$ cat config.mk
export PLATFORM = sky130hd
export DESIGN_NAME = oad_decoder
export DESIGN_NICKNAME = d
export VERILOG_FILES = /design/src/rtl/oad_decoder.v
export VERILOG_INCLUDE_DIRS = /design/src /design/src/common
export SDC_FILE = /design/constraint.sdc
export NUM_CORES = 1
export LEC_CHECK = 0
export BUFFER_PORTS_ARGS = -buffer_cell sky130_fd_sc_hd__buf_4
export CAP_MARGIN = 5
export CORE_MARGIN = 2
export CORE_UTILIZATION = 56
export DETAILED_ROUTE_END_ITERATION = 7
export PLACE_DENSITY_LB_ADDON = 0.15
export SYNTH_ARGS = -nofsm -noshare
export SYNTH_HDL_FRONTEND = slang
export SYNTH_SLANG_ARGS = --single-unit
$ cat constraint.sdc
create_clock -name mclk -period 8.9 [get_ports mclk]
set_clock_uncertainty 0.2 [all_clocks]
set_input_delay 0.445 -clock mclk [delete_from_list [all_inputs] [get_ports mclk]]
set_output_delay 0.445 -clock mclk [all_outputs]
set_load 0.01 [all_outputs]
$ cat src/common/oad_regs.vh
// Constants for the operand addressing decoder
`ifndef OAD_REGS_VH
`define OAD_REGS_VH
`define OAD_BANK_W        2
`define OAD_REG_W         3
`define OAD_LOWRAM_TOP    8'h80
`define OAD_BITRAM_BASE   8'h20
`define OAD_BIT_SPECIAL_MASK 8'hf8
`define OAD_ZERO16        16'h0000
`define OAD_ZERO8         8'h00
`define OAD_ZERO3         3'h0
// Address space select codes
`define OAD_SPACE_NONE    3'h0
`define OAD_SPACE_IRAM    3'h1
`define OAD_SPACE_SPECIAL 3'h2
`define OAD_SPACE_XDATA   3'h3
`define OAD_SPACE_CODE    3'h4
`define OAD_SPACE_BIT     3'h5
// Source kind codes
`define OAD_SRC_NONE      3'h0
`define OAD_SRC_REG       3'h1
`define OAD_SRC_DIR       3'h2
`define OAD_SRC_IND       3'h3
`define OAD_SRC_IMM8      3'h4
`define OAD_SRC_IMM16     3'h5
`define OAD_SRC_TABLE     3'h6
// Branch kind codes
`define OAD_BR_NONE       3'h0
`define OAD_BR_LONG_CALL  3'h1
`define OAD_BR_LONG_JUMP  3'h2
`define OAD_BR_PAGE_CALL  3'h3
`define OAD_BR_PAGE_JUMP  3'h4
`define OAD_BR_REL        3'h5
// Opcode fields
`define OAD_OP_LONG_JUMP  8'h02
`define OAD_OP_LONG_CALL  8'h12
`define OAD_OP_SHORT_JUMP 8'h80
`define OAD_OP_POINTER_LOAD 8'h90
`define OAD_OP_TABLE_POINTER 8'h93
`define OAD_OP_MOVC_PC    8'h83
`define OAD_OP_PUSH       8'hc0
`define OAD_OP_POP        8'hd0
`define OAD_OP_XDATA_PTR_R 8'he0
`define OAD_OP_XDATA_PTR_W 8'hf0
`define OAD_LO_PAGE       4'h1
`define OAD_LO_DIRECT     4'h5
`define OAD_LO_IMM        4'h4
`endif

$ cat src/rtl/oad_decoder.v
// Operand addressing decoder for an 8-bit core
`timescale 1ns/10ps
`include "oad_regs.vh"
module oad_decoder #(
    parameter ADDR_W = 16
) (
    // Clock and reset
    input  wire              mclk,
    input  wire              rst,
    // Instruction bytes and core state
    input  wire              instr_valid,
    input  wire [7:0]        opcode,
    input  wire [7:0]        byte2,
    input  wire [7:0]        byte3,
    input  wire [1:0]        bank_sel,
    input  wire [7:0]        r0_value,
    input  wire [7:0]        r1_value,
    input  wire [7:0]        stack_pointer,
    input  wire [15:0]       data_pointer,
    input  wire [7:0]        accumulator,
    input  wire [ADDR_W-1:0] next_pc,
    // Decoded operand outputs
    output reg               dec_valid,
    output reg  [7:0]        reg_addr,
    output reg               reg_hit,
    output reg  [7:0]        direct_addr,
    output reg  [2:0]        direct_space,
    output reg  [7:0]        ind_addr,
    output reg  [15:0]       ind_full_target_address,
    output reg  [2:0]        ind_space,
    output reg  [7:0]        imm8,
    output reg  [15:0]       imm16,
    output reg  [2:0]        src_kind,
    output reg               dst_is_src,
    output reg               dst_legal,
    output reg  [15:0]       table_addr,
    output reg  [2:0]        branch_kind,
    output reg  [ADDR_W-1:0] branch_target
);
    reg [7:0]        reg_addr_next;
    reg              reg_hit_next;
    reg [7:0]        direct_addr_next;
    reg [2:0]        direct_space_next;
    reg [7:0]        ind_addr_next;
    reg [15:0]       ind_full_target_address_next;
    reg [2:0]        ind_space_next;
    reg [7:0]        imm8_next;
    reg [15:0]       imm16_next;
    reg [2:0]        src_kind_next;
    reg              dst_is_src_next;
    reg              dst_legal_next;
    reg [15:0]       table_addr_next;
    reg [2:0]        branch_kind_next;
    reg [ADDR_W-1:0] branch_target_next;
    reg [7:0]        bit_byte;
    reg [7:0]        dir_byte;
    reg              is_move;
    reg              is_rel;
    reg              is_ind;
    reg              is_movx_ri;
    reg              is_bit;
    reg              rel_in_byte3;
    reg [ADDR_W-1:0] rel_ext;
    reg [ADDR_W-1:0] rel_target;
    wire [3:0]       hi = opcode[7:4];
    wire [3:0]       lo = opcode[3:0];

    // Opcode class decode on the high digit; digits 1-3, 4-6 and e-f share a branch
    always @* begin
        is_move      = 1'b0;
        is_rel       = 1'b0;
        is_bit       = 1'b0;
        rel_in_byte3 = 1'b0;
        case (hi)
            4'h1, 4'h2, 4'h3: begin
                // Bit test jumps carry the offset last
                is_rel       = (lo == 4'h0);
                is_bit       = (lo == 4'h0);
                rel_in_byte3 = (lo == 4'h0);
            end
            4'h4, 4'h5, 4'h6: begin
                is_rel = (lo == 4'h0);
            end
            4'h7: begin
                is_move = 1'b1;
                is_rel  = (lo == 4'h0);
                is_bit  = (lo == 4'h2);
            end
            4'h8: begin
                is_move = 1'b1;
                is_rel  = (opcode == `OAD_OP_SHORT_JUMP);
                is_bit  = (lo == 4'h2);
            end
            4'h9: begin
                is_bit = (lo == 4'h2);
            end
            4'ha: begin
                is_move = 1'b1;
                is_bit  = (lo == 4'h0) || (lo == 4'h2);
            end
            4'hb: begin
                is_bit       = (lo == 4'h0) || (lo == 4'h2);
                is_rel       = (lo >= 4'h4);
                rel_in_byte3 = (lo >= 4'h4);
            end
            4'hc: begin
                is_bit = (lo == 4'h2);
            end
            4'hd: begin
                // Register form is two bytes, direct form three
                is_bit       = (lo == 4'h2);
                is_rel       = (lo == 4'h5) || lo[3];
                rel_in_byte3 = (lo == 4'h5);
            end
            4'he, 4'hf: begin
                // External moves live here; low digit 2 is not a bit operand
                is_move = 1'b1;
            end
            default: begin
                is_move = 1'b0;
            end
        endcase
    end

    // Bit number to byte address, bit RAM low, special registers on 8 boundaries
    always @* begin
        bit_byte = `OAD_ZERO8;
        if (!byte2[7]) begin
            bit_byte = `OAD_BITRAM_BASE + {4'h0, byte2[6:3]};
        end else begin
            bit_byte = byte2 & `OAD_BIT_SPECIAL_MASK;
        end
    end

    // Relative offset sits in the last byte of the instruction
    always @* begin
        rel_ext = {{(ADDR_W-8){byte2[7]}}, byte2};
        if (rel_in_byte3) begin
            rel_ext = {{(ADDR_W-8){byte3[7]}}, byte3};
        end
        rel_target = next_pc + rel_ext;
    end

    always @* begin
        reg_addr_next      = {3'h0, bank_sel, opcode[2:0]};
        reg_hit_next       = 1'b0;
        direct_addr_next   = `OAD_ZERO8;
        direct_space_next  = `OAD_SPACE_NONE;
        ind_addr_next      = `OAD_ZERO8;
        ind_full_target_address_next    = `OAD_ZERO16;
        ind_space_next     = `OAD_SPACE_NONE;
        imm8_next          = byte2;
        imm16_next         = {byte2, byte3};
        src_kind_next      = `OAD_SRC_NONE;
        dst_is_src_next    = 1'b0;
        dst_legal_next     = 1'b0;
        table_addr_next    = `OAD_ZERO16;
        branch_kind_next   = `OAD_BR_NONE;
        branch_target_next = next_pc;
        dir_byte           = byte2;
        is_movx_ri = (hi[3:1] == 3'h7) && (lo[3:1] == 3'h1);
        is_ind  = (lo[3:1] == 3'h3) && (hi != 4'h0) && (hi != 4'h1);
        // Register operand in active bank
        if (lo[3]) begin
            reg_addr_next   = {3'h0, bank_sel, opcode[2:0]};
            reg_hit_next    = 1'b1;
            src_kind_next   = `OAD_SRC_REG;
            dst_legal_next  = 1'b1;
            dst_is_src_next = !is_move;
        end
        // Direct byte operand
        if (lo == `OAD_LO_DIRECT || opcode == `OAD_OP_PUSH || opcode == `OAD_OP_POP) begin
            direct_addr_next  = dir_byte;
            if (dir_byte < `OAD_LOWRAM_TOP) begin
                direct_space_next = `OAD_SPACE_IRAM;
            end else begin
                direct_space_next = `OAD_SPACE_SPECIAL;
            end
            src_kind_next     = `OAD_SRC_DIR;
            dst_legal_next    = 1'b1;
            dst_is_src_next   = !is_move;
        end
        // Bit operand, byte address from the mapping above
        if (is_bit) begin
            direct_addr_next  = bit_byte;
            direct_space_next = `OAD_SPACE_BIT;
        end
        // Indirect through R0 or R1, stack or data pointer
        if (is_ind || is_movx_ri) begin
            ind_addr_next   = opcode[0] ? r1_value : r0_value;
            ind_full_target_address_next = {8'h00, ind_addr_next};
            ind_space_next  = is_movx_ri ? `OAD_SPACE_XDATA : `OAD_SPACE_IRAM;
            src_kind_next   = `OAD_SRC_IND;
            dst_legal_next  = 1'b1;
            dst_is_src_next = !is_move && !is_movx_ri;
        end
        if (opcode == `OAD_OP_PUSH || opcode == `OAD_OP_POP) begin
            ind_addr_next   = stack_pointer;
            ind_full_target_address_next = {8'h00, stack_pointer};
            ind_space_next  = `OAD_SPACE_IRAM;
        end
        if (opcode == `OAD_OP_XDATA_PTR_R || opcode == `OAD_OP_XDATA_PTR_W) begin
            ind_full_target_address_next = data_pointer;
            ind_space_next  = `OAD_SPACE_XDATA;
            src_kind_next   = `OAD_SRC_IND;
            dst_legal_next  = 1'b1;
        end
        // Immediate operands are never destinations
        if (lo == `OAD_LO_IMM || (hi == 4'h7 && lo >= 4'h4)) begin
            src_kind_next  = `OAD_SRC_IMM8;
            dst_legal_next = 1'b0;
        end
        if (opcode == `OAD_OP_POINTER_LOAD) begin
            src_kind_next  = `OAD_SRC_IMM16;
            dst_legal_next = 1'b0;
        end
        // Table lookup wraps at 16 bits like the program counter
        if (opcode == `OAD_OP_TABLE_POINTER) begin
            table_addr_next = data_pointer + {8'h00, accumulator};
            ind_space_next  = `OAD_SPACE_CODE;
            src_kind_next   = `OAD_SRC_TABLE;
            dst_legal_next  = 1'b0;
        end
        if (opcode == `OAD_OP_MOVC_PC) begin
            table_addr_next = next_pc[15:0] + {8'h00, accumulator};
            ind_space_next  = `OAD_SPACE_CODE;
            src_kind_next   = `OAD_SRC_TABLE;
            dst_legal_next  = 1'b0;
        end
        // Branch targets
        if (opcode == `OAD_OP_LONG_CALL || opcode == `OAD_OP_LONG_JUMP) begin
            if (opcode == `OAD_OP_LONG_CALL) begin
                branch_kind_next = `OAD_BR_LONG_CALL;
            end else begin
                branch_kind_next = `OAD_BR_LONG_JUMP;
            end
            branch_target_next = {byte2, byte3};
        end else if (lo == `OAD_LO_PAGE) begin
            if (hi[0]) begin
                branch_kind_next = `OAD_BR_PAGE_CALL;
            end else begin
                branch_kind_next = `OAD_BR_PAGE_JUMP;
            end
            branch_target_next = {next_pc[ADDR_W-1:11], opcode[7:5], byte2};
        end else if (is_rel) begin
            branch_kind_next   = `OAD_BR_REL;
            branch_target_next = rel_target;
        end
    end

    always @(posedge mclk) begin
        if (rst) begin
            dec_valid     <= 1'b0;
            reg_addr      <= `OAD_ZERO8;
            reg_hit       <= 1'b0;
            direct_addr   <= `OAD_ZERO8;
            direct_space  <= `OAD_SPACE_NONE;
            ind_addr      <= `OAD_ZERO8;
            ind_full_target_address    <= `OAD_ZERO16;
            ind_space     <= `OAD_SPACE_NONE;
            imm8          <= `OAD_ZERO8;
            imm16         <= `OAD_ZERO16;
            src_kind      <= `OAD_SRC_NONE;
            dst_is_src    <= 1'b0;
            dst_legal     <= 1'b0;
            table_addr    <= `OAD_ZERO16;
            branch_kind   <= `OAD_BR_NONE;
            branch_target <= {ADDR_W{1'b0}};
        end else begin
            dec_valid <= instr_valid;
            if (instr_valid) begin
                reg_addr      <= reg_addr_next;
                reg_hit       <= reg_hit_next;
                direct_addr   <= direct_addr_next;
                direct_space  <= direct_space_next;
                ind_addr      <= ind_addr_next;
                ind_full_target_address    <= ind_full_target_address_next;
                ind_space     <= ind_space_next;
                imm8          <= imm8_next;
                imm16         <= imm16_next;
                src_kind      <= src_kind_next;
                dst_is_src    <= dst_is_src_next;
                dst_legal     <= dst_legal_next;
                table_addr    <= table_addr_next;
                branch_kind   <= branch_kind_next;
                branch_target <= branch_target_next;
            end
        end
    end
endmodule

; Word level (Yosys, flattened, before mapping)
; Index checks and enable logic that the tools add are counted.
[word_totals]
register_bits = 109
in_bits = 93
out_inout_bits = 112
wordCells = 130
[classes]
n_addsub = 4
magnitude_cmp = 2
reduce_logical = 23
eq_ne = 33
n_mux = 52
[ops]
columns = op, n
row1 = 16-bit two-way mux, 8
row2 = 8-bit equality test (second input constant), 8
row3 = 8-bit two-way mux, 7
row4 = 3-bit two-way mux, 16
row5 = 16-bit by 8-bit adder with 16-bit output, 2
row6 = 4-bit equality test (second input constant), 8
row7 = 4-bit by 3-bit equality test with 1-bit output (second input constant), 6
row8 = 16-bit adder, 1
row9 = 1-bit two-way mux, 13
row10 = 4-bit by 2-bit equality test with 1-bit output (second input constant), 3
row11 = 2-bit two-way mux, 5
row12 = 5-bit OR reduction, 2
row13 = 1-bit logical OR, 9
row14 = 4-bit by 1-bit equality test with 1-bit output (second input constant), 2
row15 = 8-bit by 2-bit equality test with 1-bit output (second input constant), 1
row16 = 8-bit by 5-bit equality test with 1-bit output (second input constant), 1
row17 = 8-bit < comparator (second input constant), 1
row18 = 6-bit by 4-bit adder with 7-bit output (first input constant), 1
row19 = 7-bit OR reduction, 1
row20 = 1-bit case mux with 3 select lines, 2
row21 = 1-bit logical AND, 5
row22 = 4-bit by 3-bit greater-or-equal comparator with 1-bit output (second input constant), 1
row23 = 4-bit zero test, 1
row24 = 4-bit by 1-bit != test with 1-bit output (second input constant), 1
row25 = 8 further kinds, 9

; Depth between registers and ports, before layout
; Gate-level depths: netlist of run 1.
[depth]
ltp_word = 10
depth_mapped = 17
mapped_depth_nobuf = 15

; Least setup slack after synthesis of run 1
; Ideal clock, no wire load.
[synth_path]
path_type = input -> register
startpoint = input opcode[1]
endpoint = register branch_target[10]
setup_ns = 0.122
stages = 17
arrival_ns = 3.861
n_path_buf = 2
setup_slack_ns = 4.717
t_required_ns = 8.578
cell_sequence = buf_2 -> or4_4 -> buf_6 -> nor3_4 -> a31oi_2 -> o21ai_4 -> mux2_2 -> ha_1 -> fa_1 -> a21o_1 -> a21oi_1 -> o211ai_1 -> a31oi_1 -> o21bai_1 -> xor2_1 -> a21oi_1 -> o21ai_0
[synth_between]
elab_chain_len = 7
word_cells_on_any_way = 16
cone_classes = 1 x add/sub / 1 x order compare / 5 x eq/ne / 6 x mux / 3 x reduce/logical
[synth_lines]
columns = element, line
row1 = from (decl), oad_decoder.v:12  ; input wire [7:0] opcode,
row2 = 4-bit by 3-bit greater-or-equal comparator with 1-bit output (tied with other cells), "oad_decoder.v:103, oad_decoder.v:104"
row3 = 1-bit case mux with 3 select lines, oad_decoder.v:74  ; case (hi)
row4 = 16-bit two-way mux, oad_decoder.v:138  ; if (rel_in_byte3) begin
row5 = 16-bit adder, oad_decoder.v:141  ; rel_target = next_pc + rel_ext;
row6 = 16-bit two-way mux, oad_decoder.v:245  ; end else if (is_rel) begin
row7 = 16-bit two-way mux, oad_decoder.v:238  ; end else if (lo == `OAD_LO_PAGE) begin
row8 = 16-bit two-way mux (*), oad_decoder.v:231  ; if (opcode == `OAD_OP_LONG_CALL || opcode == `OAD_OP_LONG_JUMP) begin
row9 = to (signal assigned), oad_decoder.v:268  ; branch_target <= {ADDR_W{1'b0}};
row10 = to (signal assigned), oad_decoder.v:286  ; branch_target <= branch_target_next;
row11 = to (decl), oad_decoder.v:38  ; output reg [ADDR_W-1:0] branch_target
; Every way passes the cells marked *; elsewhere a longest branch is shown, timed or not.
; A chain may end at the register's enable or synchronous reset.

; Final worst setup path of run 1
[layout_path]
startpoint = input opcode[0]
endpoint = register branch_target[10]
; The elaborated chain is that of the path after synthesis.

==> parameters.txt, run 1 <==
Parameter                              Value

Logic synthesis
  Post-synthesis adder-cell area fraction ... 7.61%
  Simple-gate share of the synthesized area ... 18.1%
  Register bit total from synthesis ... 101
  Count of mapped cells out of synthesis ... 758
  Number of distinct library cells after synthesis ... 66
  Async S/R FF share, synth ... 0%
  Count of flip-flops with a built-in enable after synthesis ... 0
  Mapped Avg Cell Area ... 8.20 µm²
  Netlist Area Pre-Place ... 6210 µm²
  Post-Synth XOR/XNOR Area ... 5.78%
  Most frequently used flop master after synthesis ... dfxtp_1
  Share of the synthesized area in compound gates (AO/OA/AOI/OAI) ... 23.7%
  Warning count from the yosys run ... 0
  Mux share of post-synthesis cell area ... 6.87%
  Dominant combinational cell family by area after synthesis ... compound AO/OA/AOI/OAI gates
  Portion of the post-synthesis area used by sequential elements ... 32.5%

Critical path
  Worst Path Class, Setup ... input port to register
  Biggest cell delay along the critical path ... 0.61 ns
  Crit path cell chain ... buf_4, or4_4, nor3_4, a31oi_2, o21ai_4, mux2_2, ha_1, fa_1, a21o_1, a21oi_1, o211ai_1, a31oi_1, o21bai_1, xor2_1, a21oi_1, o21ai_0
  Element type at the critical path start ... input port
  Worst path most repeated cell ... a21oi_1
  Arr. time, crit path ... 4.31 ns
  Crit-path max FO ... 17
  Critical path's slowest cell ... or4_4
  Data required time of the worst path ... 8.97 ns
  Endpoint type of the worst setup path ... register

Status
  Outcome ... completed

Layout
  Number of fill cells in the layout ... 892
  Number of nets in the layout ... 1051
  Share of post-route cells with drive strength above 1 ... 26.3%
  Antenna diode count ... 0
  P&R area growth vs syn ... 26.9%
  Final core utilization ... 72.7%
  Final Cell Area ... 7880 µm²
  Finished Layout Cells ... 1063

STA
  Final-report max-slew violation count ... 0
  Crit path setup slack, layout ... 4.66 ns
  Final Hold Viols ... 0
  Finish-stage setup viols ... 0
  Unrepaired setup endpoints after global routing ... no
  Setup TNS after final layout ... 0 ns
  Final period demand of the worst path ... 4.24 ns
  Tcrit/Tclk final ... 47.6%
  Slew margin rel. ... 40.4%
  Tightest Pin Transition ... 0.891 ns
  Highest achievable clock rate ... 0.236 GHz
  Final worst hold slack ... 0.0765 ns

Placed design
  Dpl cells ... 1051
  RD Place Congestion ... 0.946
  Number of buffers added on ports ... 201
  Detailed-placement wirelength estimate ... 14.4 mm
  Pre-CTS setup slack ... 4.32 ns
  Dpl cell area ... 7690 µm²

Min path
  Type of the worst min-delay path ... input port to register

Routing
  Number of antenna-violating nets in the routed design ... 0
  Initial DRC Count ... 586
  Detailed-route via count ... 6403
  DRT Wirelength ... 19.4 mm
  Number of iterations in the first detailed-routing pass ... 5
  Number of vias per cell ... 6.02
  DRC violation count after routing ... 0
  Routed WL per cell ... 18.3 µm

Global routing
  Aggregate global-route resource usage ... 32.1%
  Largest net degree at the start of global routing ... 67
  Global-route wire length before repair ... 30.0 mm
  Vias in the first global route ... 5959
  Number of antenna violations at the first check in global routing ... 0
  Residual overflow from global routing ... 0

Power and ir drop
  Max VDD drop ... 0.102 mV
  Internal power ... 0.763 mW
  Share of power burned in the clock network ... 28.2%
  Net switching power figure ... 0.334 mW
  Combinational fraction of design power ... 27.4%
  Power per cell area ... 139 nW/µm²
  Pleak ... 3.55 nW
  Pwr Total ... 1.10 mW
  Power share of the sequential group ... 44.4%
  Sw Share ... 30.4%

Floorplanning
  Total number of placement rows ... 38
  Total I/O pin count ... 205
  Total Die Area ... 12000 µm²
  Die span in x ... 109 µm
  Initial cell density of the core ... 57.3%
  Die Ht ... 109 µm
  Placeable core region ... 10800 µm²

Clock tree
  Buffers inserted during post-CTS setup optimization ... 0
  PostCTS Resize Cnt ... 0
  TritonCTS clock tree ... built
  Clock latency reported for the late side of the worst-skew pair ... 0.38 ns
  Number of H-tree levels ... 3
  Number of buffers inserted during clock tree synthesis ... 9
  Register clock-pin slew on the reported worst setup and hold paths ... 0.09 ns
  # hold bufs at CTS ... 0
  Sink count of the clock tree ... 101
  Root buffer selected by CTS ... clkbuf_8
  Clock tree buffer depth ... 2

Job
  Reported max-cap violation count ... 0
## cell type report
type / count / area [µm²] / area share, %
inverter: 14 / 52.6 / 0.667
clock buffer: 9 / 124 / 1.57
sequential: 101 / 2020 / 25.7
multi-input combinational: 587 / 3870 / 49.2
tap: 140 / 175 / 2.22
clock inverter: 3 / 65.1 / 0.825
timing repair buffer: 209 / 1570 / 19.9
## kinds of logic after synthesis
kind of cell / count (synthesis)
AO/OA/AOI/OAI: 218
XOR/XNOR: 41
adder cells (fa/ha/maj): 36
buffers and inverters: 72
flip-flops: 101
multiplexers: 41
other: 1
AND/OR/NAND/NOR: 248
## synth_stat cells (all sizes together) (3+ instances only)
cell type	instances	share of area, %
o21a	3	0.36
a221oi	10	1.4
o21bai	4	0.48
a21o	14	1.7
nor3	22	2.0
a221o	4	0.64
o211ai	6	0.72
nand2	62	3.7
mux2i	31	5.0
ha	33	6.6
nand4	5	0.50
inv	14	0.85
nor2	103	6.3
a22oi	6	0.72
o311ai	3	0.54
a21oi	52	4.2
and3	3	0.30
xnor2	20	2.8
a311oi	13	1.8
nand3	21	1.7
o21ai	53	4.5
nand2b	5	0.50
xor2	21	3.0
fa	3	0.97
nor4	5	0.50
nand3b	3	0.36
buf	17	2.0
a22o	16	2.3
clkbuf	41	2.5
dfxtp	101	33
mux2	10	1.9
a31oi	4	0.50
a211oi	15	1.8
nor2b	5	0.50
## power groups by stage
| stage | logic [mW] | registers, mW | clock network [mW] |
|---|---|---|---|
| floorplan | 0.172 | 0.506 | 0 |
| global placement | 0.289 | 0.496 | 0 |
| detailed placement | 0.296 | 0.497 | 0 |
| CTS | 0.298 | 0.487 | 0.308 |
| global route | 0.329 | 0.490 | 0.324 |
| finish | 0.301 | 0.487 | 0.309 |
## registers in the layout, summed over array words and instances, names as in the netlist, 3 cells and up
| signal | flops |
|---|---|
| imm8 | 8 |
| table_addr | 16 |
| direct_space | 3 |
| ind_addr | 8 |
| direct_addr | 8 |
| branch_target | 16 |
| ind_full_target_address | 16 |
| ind_space | 3 |
| reg_addr | 5 |
| imm16 | 8 |
| branch_kind | 3 |
| src_kind | 3 |
## worst paths after layout
path,start,end,slack [ns],depth (start not counted)
setup / recovery,opcode[0],branch_target[10]$_SDFFE_PP0P_,4.66,16
setup reg to reg,branch_target[7]$_SDFFE_PP0P_,branch_target[7]$_SDFFE_PP0P_,7.80,2
hold / removal,data_pointer[12],ind_full_target_address[12]$_SDFFE_PP0P_,0.08,2
hold reg to reg,direct_addr[5]$_SDFFE_PP0P_,direct_addr[5]$_SDFFE_PP0P_,0.25,2
## metal layers
metal	vias to the layer above	part of all wire (%)	GRT usage, %
met4	0	2.6	13.9
met1	2992	42	41.6
met2	313	47	52.6
met5	-	0	0
li1	3057	-	-
met3	41	8.7	5.75
## worst max-delay path: cells and delay by family
family	cells	cell delay [ns]
xor+xnor	1	0.15
compound gates	9	1.68
fa+ha+maj	2	0.66
buf+inv	1	0.19
mux	1	0.39
simple gates	2	0.80
## cell usage in the layout (no fill, tap or decap), types with 4 or more instances in the layout
master	n
buf_4	209
nor2_1	101
dfxtp_1	101
nand2_1	62
o21ai_0	52
a21oi_1	51
ha_1	33
mux2i_1	31
nand3_1	21
xor2_1	21
nor3_1	21
xnor2_1	20
a22o_1	16
a211oi_1	15
inv_1	14
a21o_1	14
a311oi_1	13
a221oi_1	10
mux2_2	9
clkbuf_8	9
a22oi_1	6
o211ai_1	6
nor2b_1	5
nand4_1	5
nand2b_1	5
nor4_1	4
a221o_1	4
o21bai_1	4
Note: power is estimated with default switching activity, not from simulation.
==> run 2, diff against run 1 <==
CORE_UTILIZATION = 47   (was 56)
clock period = 3.5 ns   (was 8.9 ns; I/O delays follow)
==> parameters.txt, run 2 (synthesis results as in run 1) <==
Parameter                              Value

Status
  Outcome ... complete, but fails checks
  Failing checks ... negative setup slack

Layout
  Leading cell type in the layout, fill and taps excluded ... buf_4
  Largest registers ... branch_target (16), ind_full_target_address (16), table_addr (16)
  Number of fill cells in the layout ... 1040
  Share of post-route cells with drive strength above 1 ... 32.3%
  Antenna diode count ... 0
  P&R area growth vs syn ... 45.8%
  Seq. cell area ... 2020 µm²
  Area taken by multi-input logic gates ... 4030 µm²
  Most frequent cells in the layout ... buf_4 (262), dfxtp_1 (101), nor2_1 (100), nand2_1 (62), a21oi_1 (45)
  Number of nets in the layout ... 1149

STA
  Final-report max-slew violation count ... 0
  Final worst hold slack ... 0.00734 ns
  Finish-stage setup viols ... 2
  Unrepaired setup endpoints after global routing ... yes
  Crit path setup slack, layout ... -0.0141 ns
  Tcrit/Tclk final ... 100%
  Setup TNS after final layout ... -0.0215 ns
  Highest achievable clock rate ... 0.285 GHz
  Final period demand of the worst path ... 3.51 ns
  Final Hold Viols ... 0
  Slew margin rel. ... 47.2%
  Tightest Pin Transition ... 0.790 ns

Placed design
  Detailed-placement wirelength estimate ... 16.0 mm
  Number of buffers added on ports ... 201
  RD Place Congestion ... 0.876

Floorplanning
  Placeable core region ... 13100 µm²
  Die Ht ... 119 µm
  Total I/O pin count ... 205
  Die span in x ... 119 µm
  Total number of placement rows ... 42
  Initial cell density of the core ... 47.5%
  Total Die Area ... 14200 µm²

Critical path
  Element type at the critical path start ... input port
  Worst Path Class, Setup ... input port to register
  Endpoint type of the worst setup path ... register
  Crit-path max FO ... 4
  Arr. time, crit path ... 3.56 ns
  Data required time of the worst path ... 3.55 ns

Global routing
  Global-route wire length before repair ... 35.2 mm
  Residual overflow from global routing ... 0
  Largest net degree at the start of global routing ... 72
  Number of antenna violations at the first check in global routing ... 0
  Aggregate global-route resource usage ... 31.1%
  Vias in the first global route ... 6755

Clock tree
  TritonCTS clock tree ... built
  Number of H-tree levels ... 3
  Number of buffers inserted during clock tree synthesis ... 9
  Clock latency reported for the late side of the worst-skew pair ... 0.35 ns
  Clock tree buffer depth ... 2
  Register clock-pin slew on the reported worst setup and hold paths ... 0.07 ns
  Root buffer selected by CTS ... clkbuf_16
  Sink count of the clock tree ... 101

Routing
  Number of iterations in the first detailed-routing pass ... 5
  Number of vias per cell ... 5.69
  Number of antenna-violating nets in the routed design ... 0
  DRC violation count after routing ... 0
  Initial DRC Count ... 553
  DRT Wirelength ... 22.3 mm
  Routed WL per cell ... 18.6 µm
  Detailed-route via count ... 6838

Power and ir drop
  Max VDD drop ... 0.339 mV
  Power per cell area ... 350 nW/µm²
  Pleak ... 4.07 nW

Min path
  Type of the worst min-delay path ... input port to register

Job
  Reported max-cap violation count ... 0
-- run 2: power by group --
group,switching (mW),internal (mW),total [mW]
sequential,0.0338,1.21,1.24
clock,0.474,0.529,1.00
combinational,0.470,0.456,0.925
-- run 2: worst max-delay path, stage by stage --
cell      delay (ns)
buf_6           0.09
or4_4           0.54
nor3_4          0.27
a21oi_2         0.11
o21ai_4         0.26
mux2_4          0.34
ha_4            0.17
fa_2            0.37
a21o_1          0.17
a21oi_2         0.18
o211ai_1        0.14
a31oi_2         0.24
buf_4           0.17
o21bai_1        0.09
xnor2_1         0.16
o21ai_1         0.07
-- run 2: what timing repair did --
item                                    4_1_cts  5_1_grt
setup buffers                                 0        5
hold endpoints to repair                     49        0
pin swaps                                     3       23
endpoints found under the setup margin        7        9
hold buffers                                 39        0
resized for setup                             1       33
-- run 2: final timing paths --
path	end	cells after the start	slack (ns)	startpoint
max	branch_target[12]$_SDFFE_PP0P_	16	-0.01	opcode[3]
min	dst_is_src$_SDFFE_PP0P_	4	0.007	opcode[5]
max reg2reg	branch_target[7]$_SDFFE_PP0P_	2	2.43	branch_target[7]$_SDFFE_PP0P_
min reg2reg	branch_target[6]$_SDFFE_PP0P_	2	0.24	branch_target[6]$_SDFFE_PP0P_
-- run 2: area by class of cell --
type | instances | area share [%]
Timing Repair Buffer | 307 | 26.9
Clock inverter | 5 | 0.483
Tap cell | 176 | 2.43
Inverter | 14 | 0.580
Clock buffer | 11 | 2.79
Multi-Input combinational cell | 587 | 44.5
Sequential cell | 101 | 22.3
-- run 2: stage by stage --
stage          utilization (%)  instances  setup WS (ns)  cell area [µm²]  total power, mW
3_3_place_gp              62.6       1141         -0.383             8190             2.09
3_5_place_dp              62.6       1141         -0.502             8190             2.10
5_1_grt                   69.2       1201         -0.119             9060             3.30
6_report                  69.2       1201        -0.0141             9060             3.17
4_1_cts                   67.9       1196        0.00539             8880             3.14
2_1_floorplan                -        760         -0.304             6260             1.73
-- run 2: routing by layer --
layer  part of all wire, %  routed length (µm)  vias up  global-route usage [%]
li1                      -                   -     3269                       -
met1                    43                9690     3217                    40.3
met2                    47               10500      306                    51.7
met3                   6.6                1470       46                    4.93
met4                   2.7                 598        0                    12.9
met5                     0                   0        -                       0
